$ cat src/pkg/sbe_pkg.sv
// Shared constants and types for the serial controller
package sbe_pkg;
  // ==========================================================
  // Widths and counts
  localparam int DATA_W = 8;
  localparam int NCS    = 4;
  localparam int DIV_W  = 8;
  localparam int FIFO_D = 2;
  // ==========================================================
  // Reset values and fixed codes
  localparam logic             EN_RST        = 1'b0;
  localparam logic             THR_EMPTY_RST = 1'b1;
  localparam logic [2:0]       NSS_SYNC_RST  = 3'h7;
  localparam logic [DIV_W-1:0] DIV_ONE       = 8'h01;
  // ==========================================================
  // Transfer sequencer states
  typedef enum logic [1:0] {ST_IDLE, ST_EXTRA, ST_XFER, ST_DONE} sbe_state_t;
endpackage

$ cat src/pkg/sbe_strm_if.sv
// Valid/ready word stream between the controller and its receive buffer
`timescale 1ns/1ps
interface sbe_strm_if #(parameter int W = 8);
  logic         valid;
  logic         ready;
  logic [W-1:0] data;
  modport src (output valid, output data, input ready);
  modport dst (input valid, input data, output ready);
endinterface

$ cat src/logic/sbe_fifo2.sv
// Small valid/ready buffer on the receive data path
`timescale 1ns/1ps
module sbe_fifo2 #(
  parameter int W     = 8,
  parameter int DEPTH = 2
) (
  input  logic clk_sys,
  input  logic rst,
  sbe_strm_if.dst in_s,
  sbe_strm_if.src out_s
);
  import sbe_pkg::*;

  localparam int AW = (DEPTH > 1) ? $clog2(DEPTH) : 1;

  typedef struct packed {
    logic [DEPTH-1:0][W-1:0] mem;
    logic [AW-1:0]           wp;
    logic [AW-1:0]           rp;
    logic [AW:0]             cnt;
  } sbe_fifo_st_t;

  sbe_fifo_st_t r;
  sbe_fifo_st_t n;
  logic         do_wr;
  logic         do_rd;

  function automatic logic [AW-1:0] ptr_inc(input logic [AW-1:0] p);
    ptr_inc = (p == AW'(DEPTH - 1)) ? '0 : p + 1'b1;
  endfunction

  // ==========================================================
  // Handshakes: full and empty come straight from the count
  assign in_s.ready  = (r.cnt != (AW+1)'(DEPTH));
  assign out_s.valid = (r.cnt != '0);
  assign out_s.data  = r.mem[r.rp];
  assign do_wr       = in_s.valid && in_s.ready;
  assign do_rd       = out_s.valid && out_s.ready;

  // Next state
  always_comb begin
    n = r;
    if (do_wr) begin
      n.mem[r.wp] = in_s.data;
      n.wp        = ptr_inc(r.wp);
    end
    if (do_rd) begin
      n.rp = ptr_inc(r.rp);
    end
    if (do_wr && !do_rd) begin
      n.cnt = r.cnt + 1'b1;
    end else if (do_rd && !do_wr) begin
      n.cnt = r.cnt - 1'b1;
    end
  end

  always_ff @(posedge clk_sys) begin
    if (rst) begin
      r <= '0;
    end else begin
      r <= n;
    end
  end
endmodule

$ cat src/logic/sbe_spi.sv
// Serial peripheral controller with its known faulty behaviours kept
`timescale 1ns/1ps
module sbe_spi #(
  parameter int W   = sbe_pkg::DATA_W,
  parameter int NCS = sbe_pkg::NCS
) (
  input  logic                                 clk_sys,
  input  logic                                 rst,
  input  logic                                 enable_cmd,
  input  logic                                 disable_cmd,
  input  logic                                 soft_reset_command,
  input  logic                                 master_mode,
  input  logic                                 mode_fault_disable,
  input  logic                                 mode_fault_clear,
  input  logic                                 overrun_clear,
  input  logic [$clog2(NCS)-1:0]               cs_sel,
  input  logic [NCS-1:0]                       cs_active_after_transfer,
  input  logic [NCS-1:0]                       clk_polarity,
  input  logic [NCS-1:0]                       inverted_clock_phase,
  input  logic [NCS-1:0][sbe_pkg::DIV_W-1:0]   baud_divisor,
  input  logic                                 tdr_wr,
  input  logic [W-1:0]                         tdr_wdata,
  output logic                                 tx_holding_empty,
  output logic                                 tx_word_lost,
  output logic                                 enabled,
  output logic                                 mode_fault,
  output logic                                 overrun,
  output logic                                 busy,
  output logic                                 xfer_stalled,
  output logic [W-1:0]                         rx_data,
  output logic                                 rx_valid,
  input  logic                                 rx_ready,
  input  logic                                 sck_i,
  output logic                                 sck_o,
  output logic                                 sck_oe_n,
  input  logic                                 mosi_i,
  output logic                                 mosi_o,
  output logic                                 mosi_oe_n,
  input  logic                                 miso_i,
  output logic                                 miso_o,
  output logic                                 miso_oe_n,
  input  logic                                 nss_i,
  output logic [NCS-1:0]                       cs_n_o
);
  import sbe_pkg::*;

  localparam int CSW = $clog2(NCS);
  localparam int EW  = $clog2(2 * W) + 1;

  typedef struct packed {
    sbe_state_t       st;
    logic             en;
    logic             mfault;
    logic             ovr;
    logic             lost;
    logic [W-1:0]     thr;
    logic             thr_empty;
    logic [W-1:0]     tsh;
    logic [W-1:0]     rsh;
    logic [EW-1:0]    ecnt;
    logic             wdone;
    logic [DIV_W-1:0] dcnt;
    logic             sck;
    logic             cs_on;
    logic [CSW-1:0]   cur;
    logic [2:0]       s_sck;
    logic [2:0]       s_mosi;
    logic [2:0]       s_miso;
    logic [2:0]       s_nss;
    logic             push;
    logic [W-1:0]     pdata;
  } sbe_st_t;

  sbe_st_t r;
  sbe_st_t n;

  sbe_strm_if #(.W(W)) rx_in ();
  sbe_strm_if #(.W(W)) rx_out ();

  // ==========================================================
  // Helpers
  // Any divisor at one while another is not: the faulty combination
  function automatic logic mixed_div(input logic [NCS-1:0][DIV_W-1:0] d);
    logic any_one;
    logic any_other;
    any_one   = 1'b0;
    any_other = 1'b0;
    for (int i = 0; i < NCS; i++) begin
      if (d[i] == DIV_ONE) begin
        any_one = 1'b1;
      end else begin
        any_other = 1'b1;
      end
    end
    mixed_div = any_one && any_other;
  endfunction

  // Divisor zero would never tick, so it counts as one
  function automatic logic [DIV_W-1:0] div_eff(input logic [DIV_W-1:0] d);
    div_eff = (d == '0) ? DIV_ONE : d;
  endfunction

  // ==========================================================
  // Decoded conditions
  logic stall_cs0;
  logic m_tick;
  logic cpha_n;
  logic slv_act;
  logic s_edge;
  logic s_lead;
  logic s_sample;
  logic extra_req;

  // Fault detect left on with CS0 hold-select: no master word ever starts
  assign stall_cs0 = cs_active_after_transfer[0] && !mode_fault_disable;
  assign m_tick    = (r.dcnt == div_eff(baud_divisor[r.cur]) - DIV_ONE);
  assign cpha_n    = inverted_clock_phase[r.cur];
  assign slv_act   = !master_mode && r.en && !r.s_nss[1];
  assign s_edge    = r.s_sck[1] != r.s_sck[2];
  assign s_lead    = r.s_sck[1] != clk_polarity[0];
  assign s_sample  = (s_lead == inverted_clock_phase[0]);
  assign extra_req = (NCS > 1) && mixed_div(baud_divisor) && clk_polarity[cs_sel]
                     && !inverted_clock_phase[cs_sel];

  // ==========================================================
  // Next state
  always_comb begin
    n        = r;
    n.s_sck  = {r.s_sck[1:0], sck_i};
    n.s_mosi = {r.s_mosi[1:0], mosi_i};
    n.s_miso = {r.s_miso[1:0], miso_i};
    n.s_nss  = {r.s_nss[1:0], nss_i};
    n.push   = 1'b0;
    n.lost   = 1'b0;

    // Enable and disable; slave mode simply ignores the disable
    if (enable_cmd) begin
      n.en = 1'b1;
    end
    if (disable_cmd && master_mode) begin
      n.en = 1'b0;
    end

    // Another master pulling select low while we master
    if (mode_fault_clear) begin
      n.mfault = 1'b0;
    end
    if (master_mode && r.en && !mode_fault_disable && !r.s_nss[1]) begin
      n.mfault = 1'b1;
      n.en     = 1'b0;
    end
    if (overrun_clear) begin
      n.ovr = 1'b0;
    end

    // Master sequencer
    unique case (r.st)
      ST_IDLE: begin
        if (!r.en || !master_mode) begin
          n.cs_on = 1'b0;
        end else if (!r.thr_empty && rx_in.ready && !stall_cs0) begin
          n.cur       = cs_sel;
          n.tsh       = r.thr;
          n.thr_empty = 1'b1;
          n.cs_on     = 1'b1;
          n.ecnt      = '0;
          n.dcnt      = '0;
          n.sck       = clk_polarity[cs_sel];
          n.st        = extra_req ? ST_EXTRA : ST_XFER;
        end
      end
      ST_EXTRA: begin
        // One spurious clock period ahead of the data bits
        n.dcnt = m_tick ? '0 : r.dcnt + DIV_ONE;
        if (m_tick) begin
          n.sck  = !r.sck;
          n.ecnt = r.ecnt + 1'b1;
          if (r.ecnt == EW'(1)) begin
            n.ecnt = '0;
            n.st   = ST_XFER;
          end
        end
      end
      ST_XFER: begin
        n.dcnt = m_tick ? '0 : r.dcnt + DIV_ONE;
        if (m_tick) begin
          n.sck  = !r.sck;
          n.ecnt = r.ecnt + 1'b1;
          if (r.ecnt[0] == !cpha_n) begin
            n.rsh = {r.rsh[W-2:0], r.s_miso[1]};
          end else if (cpha_n || r.ecnt != '0) begin
            n.tsh = {r.tsh[W-2:0], 1'b0};
          end
          if (r.ecnt == EW'(2 * W - 1)) begin
            n.st = ST_DONE;
          end
        end
      end
      ST_DONE: begin
        // Room was checked at start, but the previous word's push can fill the buffer in that start cycle, so this push can be lost
        n.push  = 1'b1;
        n.pdata = r.rsh;
        n.cs_on = cs_active_after_transfer[r.cur];
        n.st    = ST_IDLE;
      end
    endcase

    // Losing enable mid-word aborts the master word
    if ((r.st != ST_IDLE) && !r.en) begin
      n.st    = ST_IDLE;
      n.cs_on = 1'b0;
      n.push  = 1'b0;
    end

    // Slave path on the sampled link clock
    if (slv_act) begin
      if (r.s_nss[2] && !r.s_nss[1]) begin
        n.tsh       = r.thr_empty ? '0 : r.thr;
        n.thr_empty = 1'b1;
        n.ecnt      = '0;
        n.wdone     = 1'b0;
      end else if (s_edge && s_sample) begin
        n.rsh  = {r.rsh[W-2:0], r.s_mosi[1]};
        n.ecnt = r.ecnt + 1'b1;
        if (r.ecnt == EW'(W - 1)) begin
          n.ecnt  = '0;
          n.wdone = 1'b1;
          // A slave cannot stall its master: a full buffer drops the word
          if (rx_in.ready) begin
            n.push  = 1'b1;
            n.pdata = {r.rsh[W-2:0], r.s_mosi[1]};
          end else begin
            n.ovr = 1'b1;
          end
        end
      end else if (s_edge && r.wdone) begin
        n.tsh       = r.thr_empty ? '0 : r.thr;
        n.thr_empty = 1'b1;
        n.wdone     = 1'b0;
      end else if (s_edge && (inverted_clock_phase[0] || r.ecnt != '0)) begin
        n.tsh = {r.tsh[W-2:0], 1'b0};
      end
    end

    // Data writes last so a write in the load cycle is kept;
    // while disabled they vanish and the empty flag stays put
    if (tdr_wr) begin
      if (r.en) begin
        n.thr       = tdr_wdata;
        n.thr_empty = 1'b0;
      end else begin
        n.lost = 1'b1;
      end
    end
  end

  // ==========================================================
  // State register; soft reset is as strong as the reset pin
  always_ff @(posedge clk_sys) begin
    if (rst || soft_reset_command) begin
      r           <= '0;
      r.en        <= EN_RST;
      r.thr_empty <= THR_EMPTY_RST;
      r.s_nss     <= NSS_SYNC_RST;
    end else begin
      r <= n;
    end
  end

  // ==========================================================
  // Receive buffer
  assign rx_in.valid  = r.push;
  assign rx_in.data   = r.pdata;
  assign rx_out.ready = rx_ready;
  assign rx_valid     = rx_out.valid;
  assign rx_data      = rx_out.data;

  sbe_fifo2 #(
    .W     (W),
    .DEPTH (FIFO_D)
  ) u_rx_buf (
    .clk_sys (clk_sys),
    .rst     (rst || soft_reset_command),
    .in_s    (rx_in),
    .out_s   (rx_out)
  );

  // ==========================================================
  // Status and pins
  assign tx_holding_empty = r.thr_empty;
  assign tx_word_lost     = r.lost;
  assign enabled          = r.en;
  assign mode_fault       = r.mfault;
  assign overrun          = r.ovr;
  assign busy             = (r.st != ST_IDLE);
  assign xfer_stalled     = stall_cs0 && r.en && master_mode && !r.thr_empty;
  assign sck_o            = busy ? r.sck : clk_polarity[r.cur];
  assign sck_oe_n         = !(master_mode && r.en);
  assign mosi_o           = r.tsh[W-1];
  assign mosi_oe_n        = !(master_mode && r.en);
  assign miso_o           = r.tsh[W-1];
  assign miso_oe_n        = !slv_act;

  // Selects are active low, one at a time
  always_comb begin
    for (int i = 0; i < NCS; i++) begin
      cs_n_o[i] = !(r.cs_on && (r.cur == CSW'(i)));
    end
  end
endmodule

$ cat config.mk
export PLATFORM = sky130hd
export DESIGN_NAME = sbe_spi
export DESIGN_NICKNAME = d
export VERILOG_FILES = /design/src/pkg/sbe_pkg.sv /design/src/pkg/sbe_strm_if.sv /design/src/logic/sbe_fifo2.sv /design/src/logic/sbe_spi.sv
export SDC_FILE = /design/constraint.sdc
export NUM_CORES = 1
export LEC_CHECK = 0
export BUFFER_PORTS_ARGS = -buffer_cell sky130_fd_sc_hd__clkbuf_2
export CORE_UTILIZATION = 40
export CTS_CLUSTER_SIZE = 14
export DETAILED_ROUTE_END_ITERATION = 12
export SYNTH_ARGS = -nofsm -noshare
export SYNTH_HDL_FRONTEND = slang
export SYNTH_SLANG_ARGS = --single-unit
$ cat constraint.sdc
create_clock -name clk_sys -period 6.2 [get_ports clk_sys]
set_clock_uncertainty 0.05 [all_clocks]
set_input_delay 0.93 -clock clk_sys [delete_from_list [all_inputs] [get_ports clk_sys]]
set_output_delay 0.93 -clock clk_sys [all_outputs]
set_load 0.01 [all_outputs]
==> results of run 1 <==
power by group:
part | total [mW] | internal, mW | switching (mW) | leakage, nW
combinational | 0.0859 | 0.0382 | 0.0476 | 1.43
clock | 0.556 | 0.319 | 0.237 | 0.146
sequential | 0.571 | 0.568 | 0.00289 | 0.710
total | 1.21 | 0.925 | 0.288 | 2.29
layer usage:
metal	vias to the layer above	track usage, %	share of wire (%)	wire length, um
li1	2366	-	-	-
met4	0	7.01	1.5	204
met2	145	36.8	50	6910
met5	-	0	0	0
met1	2323	26.9	44	6070
met3	18	3.87	4.7	654
flip-flops by register name, indices dropped and copies added, names as in the netlist:
signal            count
enabled               1
mode_fault            1
tx_holding_empty      1
overrun               1
rx_in.data            8
miso_o                1
rx_in.valid           1
u_rx_buf.r           20
tx_word_lost          1
r                    45
n                     8
metrics by stage:
stage / instance area, um2 / worst slack (ns)
5_1_grt: 6030 / 1.38
3_5_place_dp: 5730 / 1.40
2_1_floorplan: 5150 / 1.94
3_3_place_gp: 5730 / 1.53
6_report: 6030 / 1.65
4_1_cts: 6030 / 1.71
final cells by class:
cell class | instances | area (um2) | area share (%)
multi-input cells | 473 | 3190 | 52.9
flip-flops and latches | 88 | 1760 | 29.2
repair buffers | 97 | 493 | 8.18
clock buffers | 10 | 229 | 3.80
well taps | 172 | 215 | 3.57
clock inverters | 6 | 75.1 | 1.25
inverters | 17 | 63.8 | 1.06
worst reg2reg max path, cell delays in order, from the launching register on:
cell     delay [ns]
dfxtp_1        0.78
mux4_2         0.49
nor4_2         0.54
a21oi_1        0.14
ha_1           0.26
and4b_1        0.24
or3_1          0.37
a31oi_1        0.17
a21oi_1        0.16
nor4_4         0.72
mux2i_1        0.26
o21ai_1        0.07
and3_1         0.19
synth_stat cells, types with 3 or more instances:
cell,instances
o21ai_1,13
o21ai_0,29
o211ai_1,3
nand3b_1,4
xnor2_1,8
nand2_1,62
mux2_2,9
or3_1,7
mux4_2,13
a221oi_1,4
clkbuf_1,22
nor2_1,65
o22ai_1,3
nor4_1,7
o21a_1,3
nor3_1,14
and3_1,8
mux2i_1,36
inv_1,16
a21o_1,4
nand2b_1,8
nor4b_1,5
ha_1,11
nand4_1,4
xor2_1,13
and2_1,8
a21oi_1,44
dfxtp_1,88
nor2b_1,9
a22o_1,4
buf_1,5
a31oi_1,5
nand3_1,22
a211oi_1,13
worst paths after layout:
path,slack (ns),depth (start not counted),startpoint,end
max reg2reg,1.65,12,r[22],r[50]
min,0.36,1,n[10],n[11]
max,1.65,12,r[22],r[50]
min reg2reg,0.36,1,n[10],n[11]
kinds of logic after synthesis:
group | synth area share [%]
AOI/OAI and AO/OA | 17.0
adders and majority gates | 2.67
muxes | 14.6
DFF | 34.2
and+or+nand+nor | 23.7
xor gates and xnor gates | 3.88
buffers and inverters | 3.91
==> qor.csv, run 1 <==
metric,value,unit
outcome,finished clean,
die footprint,13300,um2
layout cell share with drive strength beyond 1,21.1,%
worst skew pair latency,0.34,ns
worst endpoint data arrival time,4.73,ns
Filler cells,1214,
Startpoint Class,register,
FMAX,0.220,GHz
Starting Density,41.0,%
Final period util,73.3,%
Num CTS Buffers,9,
crit-path leading delay family,simple AND/OR/NAND/NOR gates,
Final Non-Filler Cells,863,
Yosys warning total,0,
I/O pins,95,
"FFs w/ async S/R, synth",0,%
final core occ,48.0,%
Overflow after GRT,0,
Layout area overhead,17.0,%
Final Setup Violations,0,
CP Capture Type,register,
crit-path max FO,18,
"most common cell after layout, fill and taps aside",clkbuf_2,
gp weighted congestion,0.869,
Rows,41,
Buffers on Ports,94,
via count,4852,
die width,116,um
Fin. Hold Viols,0,
clk slew on worst S/H paths,0.06,ns
CP Class,reg -> reg,
ANT cells,0,
max incr delay on CP,0.78,ns
Setup TNS Final,0,ns
vias per cell,5.62,
most frequent cells in the layout,"94 x clkbuf_2, 88 x dfxtp_1, 65 x nor2_1",
Post-CTS Hold Buffers,0,
post-DP HPWL,10200,um
Pwr Density,201,nW/um2
Final ANT Viol Nets,0,
CTS Buffer Depth,2,
biggest area consumer among synthesized cells,dfxtp_1,
final wirelength,13800,um
Pins Over Slew Limit,0,
Netlist Area Pre-Place,5150,um2
CTS tree,yes,
number of synthesized flops with an enable pin,0,
vias in the first global route,4648,
P_leak,2.29,nW
Worst Max-Slew Pin Slew,0.948,ns
Hold Crit Class,reg -> reg,
Placed Instances,847,
Mean Syn Cell Area,8.45,um2
area of the core,12600,um2
antenna violations before repair,0,
Die Ht,116,um
synthesized instance count,610,
relative slew slack,36.6,%
syn_nets,690,
slowest CP cell,dfxtp_1,
Worst Path Buf+Inv,0,
RSZ-0062 raised after global routing,no,
first-pass GRT wire length,22500,um
drt wl/cell,16.0,um
Tmin final,4.55,ns
Pwr Total,1.21,mW
Post-layout nets,766,
WP data required,6.38,ns
"Distinct cells, synth",65,
CP dominant cell by count,a21oi_1,
GR Util All Layers,21.3,%
worst path cell trace,"mux4_2, nor4_2, a21oi_1, ha_1, and4b_1, or3_1, a31oi_1, a21oi_1, nor4_4, mux2i_1, o21ai_1, and3_1",
H-Tree Level Count,3,
VDD IR max,0.151,mV
First-pass DRT Iterations,5,
worst hold slack,0.360,ns
post-synthesis sequential area ratio,34.2,%
largest net degree at the start of global routing,61,
DRC errors left,0,
top_reg_cell synth,dfxtp_1,
Post-CTS Setup Bufs,0,
total clock sinks,88,
CTS root buf,clkbuf_16,
Yosys top cell area share,34.2,%
Max Cap Violations,0,
DR iter-0 viols,293,
cts repair resizes,0,
largest cells by area after synthesis,"dfxtp_1 34%, mux2i_1 7.0%, mux4_2 5.7%, nor2_1 4.7%, nand2_1 4.5%",
#FFs+latches synth,88,
Note: power is estimated with default switching activity, not from simulation.
==> run 2, diff against run 1 <==
clock period = 4.65 ns   (was 6.2 ns; I/O delays follow)
==> run 2 against run 1 <==
Compared with the run above: sequential power rose by 33%; register-to-register slack got worse by 1.2 ns; via count fell by 0.49%; core utilization rose by 0.22 points; total power rose by 32%; die area did not move; worst setup slack got worse by 1.2 ns; clock power rose by 30%; fmax rose by 9.6%; first-iteration DRC count fell by 4.8%; critical path depth did not move; cell area rose by 0.46%.
==> qor.csv, run 2 (synthesized netlist as in run 1, its figures left out) <==
metric,value,unit,change
Post-CTS Setup Bufs,0,,unchanged
Max Cap Violations,0,,unchanged
CP Class,reg -> reg,,unchanged
clk slew on worst S/H paths,0.07,ns,was 0.06 ns
CTS root buf,clkbuf_16,,unchanged
Clock power frac,45.3,%,was 45.9%
First-pass DRT Iterations,5,,unchanged
DR iter-0 viols,279,,was 293
crit-path leading delay family,simple AND/OR/NAND/NOR gates,,unchanged
Num CTS Buffers,9,,unchanged
Pwr Density,264,nW/um2,was 201 nW/um2
Starting Density,41.0,%,unchanged
worst path cell trace,"mux4_2, nor4_2, a21oi_1, ha_1, and4b_1, or3_1, a31oi_1, a21oi_1, or3_1, o21ai_4, mux2i_1, nor2_1",,"was mux4_2, nor4_2, a21oi_1, ha_1, and4b_1, or3_1, a31oi_1, a21oi_1, nor4_4, mux2i_1, o21ai_1, and3_1"
drt wl/cell,15.8,um,was 16.0 um
Flop pwr share,47.5,%,was 47.0%
final wirelength,13700,um,"was 13,800 um"
CP Capture Type,register,,unchanged
Rows,41,,unchanged
Worst Path Buf+Inv,0,,unchanged
Global Route met3 Usage,4.65,%,was 3.87%
max incr delay on CP,0.65,ns,was 0.78 ns
via count,4828,,"was 4,852"
Final Setup Violations,0,,unchanged
I/O pins,95,,unchanged
GRT busiest layer,met2,,unchanged
FMAX,0.241,GHz,was 0.220 GHz
Reg with most FFs,r,,unchanged
worst endpoint data arrival time,4.33,ns,was 4.73 ns
Startpoint Class,register,,unchanged
die width,116,um,unchanged
max reg flops,45,,unchanged
worst skew pair latency,0.35,ns,was 0.34 ns
Hold Crit Class,reg -> reg,,unchanged
Final ANT Viol Nets,0,,unchanged
crit-path max FO,12,,was 18
antenna violations before repair,0,,unchanged
VDD IR max,0.217,mV,was 0.151 mV
GR Util All Layers,21.6,%,was 21.3%
Buffers on Ports,94,,unchanged
switching share of power,25.8,%,was 23.7%
grt met2 use,36.6,%,was 36.8%
Post-layout nets,771,,was 766
Setup WS pre-CTS,0.253,ns,was 1.40 ns
WP data required,4.83,ns,was 6.38 ns
DRC errors left,0,,unchanged
gp weighted congestion,0.934,,was 0.869
vias in the first global route,4650,,"was 4,648"
RSZ-0062 raised after global routing,no,,unchanged
GR Layer Usage met1,27.3,%,was 26.9%
Final period util,89.2,%,was 73.3%
"most common cell after layout, fill and taps aside",clkbuf_2,,unchanged
Int Power,1.19,mW,was 0.925 mW
CTS Buffer Depth,2,,unchanged
Fin. Hold Viols,0,,unchanged
total clock sinks,88,,unchanged
layout cell share with drive strength beyond 1,22.0,%,was 21.1%
H-Tree Level Count,3,,unchanged
most frequent cells in the layout,"94 x clkbuf_2, 87 x dfxtp_1, 65 x nor2_1",,"was 94 x clkbuf_2, 88 x dfxtp_1, 65 x nor2_1"
area of the core,12600,um2,unchanged
Setup TNS Final,0,ns,unchanged
ANT cells,0,,unchanged
Switch Pwr,0.413,mW,was 0.288 mW
Die Ht,116,um,unchanged
Tmin final,4.15,ns,was 4.55 ns
slowest CP cell,mux4_2,,was dfxtp_1
P_leak,2.31,nW,was 2.29 nW
vias per cell,5.56,,was 5.62
Final WS setup,0.503,ns,was 1.65 ns
outcome,finished clean,,unchanged
Pins Over Slew Limit,0,,unchanged
Filler cells,1243,,"was 1,214"
Regs by FF count,"r x45, u_rx_buf.r x20",,unchanged
relative slew slack,35.5,%,was 36.6%
Worst Max-Slew Pin Slew,0.964,ns,was 0.948 ns
Overflow after GRT,0,,unchanged
largest net degree at the start of global routing,41,,was 61
Comb power frac,7.2,%,was 7.1%
post-DP HPWL,10200,um,about the same
die footprint,13300,um2,unchanged
first-pass GRT wire length,22600,um,"was 22,500 um"
CTS tree,yes,,unchanged
Layout area overhead,17.5,%,was 17.0%
-- run 2: layer usage --
metal,vias up,wire [um],share of wire [%]
li1,2369,-,-
met1,2314,6180,45
met2,131,6840,50
met3,14,570,4.1
met4,0,163,1.2
met5,-,0,0
-- run 2: power by group through the flow --
stage          clock network [mW]  registers, mW  logic (mW)
5_1_grt                     0.774          0.761       0.125
6_report                    0.725          0.760       0.114
2_1_floorplan                   0          0.776      0.0617
4_1_cts                     0.742          0.760       0.114
3_5_place_dp                    0          0.778       0.114
3_3_place_gp                    0          0.778       0.112
-- run 2: final timing paths --
path,startpoint,to,slack [ns],cells after the start
worst max-delay path,r[21],r[44],0.50,12
worst min-delay path,n[10],n[11],0.36,1
worst max register to register,r[21],r[44],0.50,12
worst min register to register,n[10],n[11],0.36,1
-- run 2: final cells by class --
type                    instances  area, um2  share of cell area, %
multi-input cells             473       3190                   52.7
flip-flops and latches         88       1760                   29.1
repair buffers                102        531                   8.76
clock buffers                   9        225                   3.72
well taps                     172        215                   3.55
clock inverters                 7       67.6                   1.12
inverters                      17       63.8                   1.05
-- run 2: metrics by stage --
stage               cells  utilization, %  total power [mW]  hold WS [ns]  area, um2
floorplan             610               -             0.838         0.334       5150
global placement      852            45.9             0.890         0.339       5760
detailed placement    852            45.9             0.892         0.356       5760
CTS                   868            48.2              1.62         0.373       6060
global route          868            48.2              1.66         0.384       6060
finish                868            48.2              1.60         0.365       6060
-- run 2: timing repair --
action	in CTS	in global routing
gates resized for setup	0	1
hold buffers	0	0
endpoints found under the setup margin	0	6
hold endpoints to repair	0	0
==> run 3, diff against run 2 <==
ABC_AREA = 1   (was default)
==> run 3 against run 2 <==
Compared with the run above: worst setup slack gained 0.34 ns; sequential power is essentially flat; global-route usage grew 0.49 points; routed wire length grew 15%; non-clock buffer count shrank 2; critical path depth grew 15; total power grew 1.8%; register-to-register slack gained 0.34 ns; first-iteration DRC count grew 24%; sequential share of layout area shrank 2.4 points; flip-flop and latch count is the same; largest power group unchanged.
==> qor.csv, run 3 <==
metric,value,unit,change
Post-CTS Hold Buffers,0,,unchanged
FMAX,0.263,GHz,was 0.241 GHz
synthesized instance count,912,,was 610
Max Cap Violations,0,,unchanged
antenna violations before repair,0,,unchanged
Die Ht,122,um,was 116 um
gp weighted congestion,0.890,,was 0.934
post-DP HPWL,12300,um,"was 10,200 um"
"FFs w/ async S/R, synth",0,%,unchanged
most frequent cells in the layout,"241 x nand2_1, 118 x inv_1, 94 x clkbuf_2",,"was 94 x clkbuf_2, 87 x dfxtp_1, 65 x nor2_1"
Final ANT Viol Nets,0,,unchanged
top-count cell post-synth,nand2_1,,was dfxtp_1
via count,5929,,"was 4,828"
RSZ-0062 raised after global routing,no,,unchanged
final wirelength,15800,um,"was 13,700 um"
Yosys top cell area share,30.7,%,was 34.2%
CTS root buf,clkbuf_16,,unchanged
ANT cells,0,,unchanged
Layout area overhead,14.9,%,was 17.5%
vias per cell,5.04,,was 5.56
Mean Syn Cell Area,6.29,um2,was 8.45 um2
largest cells by area after synthesis,"dfxtp_1 31%, nand2_1 16%, o21ai_0 7.9%, inv_1 7.7%, a21oi_1 6.4%",,"was dfxtp_1 34%, mux2i_1 7.0%, mux4_2 5.7%, nor2_1 4.7%, nand2_1 4.5%"
worst endpoint data arrival time,3.97,ns,was 4.33 ns
DRC errors left,0,,unchanged
number of synthesized flops with an enable pin,0,,unchanged
commonest cells in the netlist,"241 x nand2_1, 118 x inv_1, 91 x o21ai_0",,"was 88 x dfxtp_1, 65 x nor2_1, 62 x nand2_1"
Rows,43,,was 41
die footprint,14800,um2,"was 13,300 um2"
outcome,finished clean,,unchanged
VDD IR max,0.334,mV,was 0.217 mV
First-pass DRT Iterations,7,,was 5
Overflow after GRT,0,,unchanged
CP Capture Type,register,,unchanged
Regs by FF count,"r x45, u_rx_buf.r x20",,unchanged
"Distinct cells, synth",51,,was 65
Setup TNS Final,0,ns,unchanged
cts repair resizes,0,,unchanged
vias in the first global route,5422,,"was 4,650"
syn_nets,992,,was 690
layout cell share with drive strength beyond 1,15.6,%,was 22.0%
Post-CTS Setup Bufs,0,,unchanged
Netlist Area Pre-Place,5740,um2,was 5150 um2
Reg with most FFs,r,,unchanged
Worst Max-Slew Pin Slew,0.940,ns,was 0.964 ns
CTS tree,yes,,unchanged
clk slew on worst S/H paths,0.06,ns,was 0.07 ns
Pins Over Slew Limit,0,,unchanged
Hold Crit Class,reg -> reg,,unchanged
post-synthesis sequential area ratio,30.7,%,was 34.2%
Final Setup Violations,0,,unchanged
crit-path max FO,17,,was 12
P_leak,2.95,nW,was 2.31 nW
CTS Buffer Depth,2,,unchanged
DR iter-0 viols,345,,was 279
Yosys warning total,0,,unchanged
Startpoint Class,register,,unchanged
Buffers on Ports,94,,unchanged
total clock sinks,88,,unchanged
max reg flops,45,,unchanged
Post-layout nets,1071,,was 771
Fin. Hold Viols,0,,unchanged
die width,122,um,was 116 um
Final Non-Filler Cells,1176,,was 868
GR Util All Layers,22.1,%,was 21.6%
top_reg_cell synth,dfxtp_1,,unchanged
CP Class,reg -> reg,,unchanged
I/O pins,95,,unchanged
WP data required,4.82,ns,was 4.83 ns
first-pass GRT wire length,25800,um,"was 22,600 um"
Num CTS Buffers,9,,unchanged
#FFs+latches synth,88,,unchanged
"most common cell after layout, fill and taps aside",nand2_1,,was clkbuf_2
Placed Instances,1160,,was 852
worst skew pair latency,0.35,ns,about the same
Final period util,81.8,%,was 89.2%
Pwr Total,1.63,mW,was 1.60 mW
Pwr Density,247,nW/um2,was 264 nW/um2
relative slew slack,35.7,%,was 35.5%
drt wl/cell,13.5,um,was 15.8 um
largest net degree at the start of global routing,46,,was 41
H-Tree Level Count,3,,unchanged
Tmin final,3.81,ns,was 4.15 ns
area of the core,13900,um2,"was 12,600 um2"
Starting Density,41.2,%,was 41.0%
biggest area consumer among synthesized cells,dfxtp_1,,unchanged
run 3: cell types whose count changed in the layout (fill, tap and decap cells not counted), moves of 9 or more:
cell and change:
a211oi_1 -9, a21oi_1 +29, inv_1 +102, mux2_2 -9, mux2i_1 -36, mux4_2 -13, nand2_1 +179, nand3_1 +30
nor2_2 +10, nor2b_1 -9, o21ai_0 +62, o22ai_1 +9
run 3: area by class of cell:
cell class | count | area [um2]
Fill cell | 1532 | 7340
Multi-Input combinational cell | 666 | 3320
Clock buffer | 10 | 229
Inverter | 126 | 475
Timing Repair Buffer | 100 | 515
Tap cell | 180 | 225
Clock inverter | 6 | 66.3
Sequential cell | 88 | 1760
run 3: through the flow:
stage | setup WS [ns] | hold slack, ns | area (um2) | util, %
after floorplan | 1.55 | 0.343 | 5740 | -
after global placement | 0.970 | 0.344 | 6290 | 45.2
after detailed placement | 0.856 | 0.347 | 6290 | 45.2
after CTS | 0.838 | 0.358 | 6590 | 47.3
after global routing | 0.340 | 0.367 | 6590 | 47.3
final | 0.844 | 0.356 | 6590 | 47.3
run 3: cell families after synthesis:
family          share of synthesized area, %
fa+ha+maj                               2.40
simple gates                            32.4
flops                                   30.7
xor+xnor                                2.90
compound gates                          20.1
buf+inv                                 11.5
run 3: power by group:
group	internal [mW]	total, mW	switching (mW)
combinational	0.0505	0.136	0.0860
clock	0.420	0.733	0.314
sequential	0.757	0.760	0.00247
run 3: worst paths after layout:
kind | start | end | slack [ns] | cells after the start
setup / recovery | r[21] | r[50] | 0.84 | 27
setup reg to reg | r[21] | r[50] | 0.84 | 27
hold / removal | n[16] | n[17] | 0.36 | 2
hold reg to reg | n[16] | n[17] | 0.36 | 2
run 3: critical path: stages, from the launching register on:
cell and delay [ns]:
dfxtp_1 0.51, nor2_2 0.46, nand2_1 0.12, nand2_2 0.10
nor2_4 0.04, nand2_1 0.11, nor2_2 0.05, nand2_2 0.10
nand2_2 0.07, inv_2 0.06, ha_1 0.14, inv_1 0.06
nor3_1 0.24, nand3_1 0.17, xor2_1 0.24, nand2_2 0.10
nor2_4 0.15, nand2_2 0.22, nand2_1 0.11, nand2_1 0.05
nand2_1 0.07, nand2_1 0.08, nand2_1 0.06, nand2_1 0.05
nand2_1 0.06, nand2_1 0.05, nand2_1 0.06, a21oi_1 0.06
run 3: per-layer routing:
metal / GRT usage (%) / vias to the layer above / wire length (um)
met5: 0 / - / 0
met3: 3.75 / 22 / 502
met4: 7.95 / 0 / 284
met2: 38.1 / 109 / 7830
met1: 27.4 / 2676 / 7230
li1: - / 3122 / -
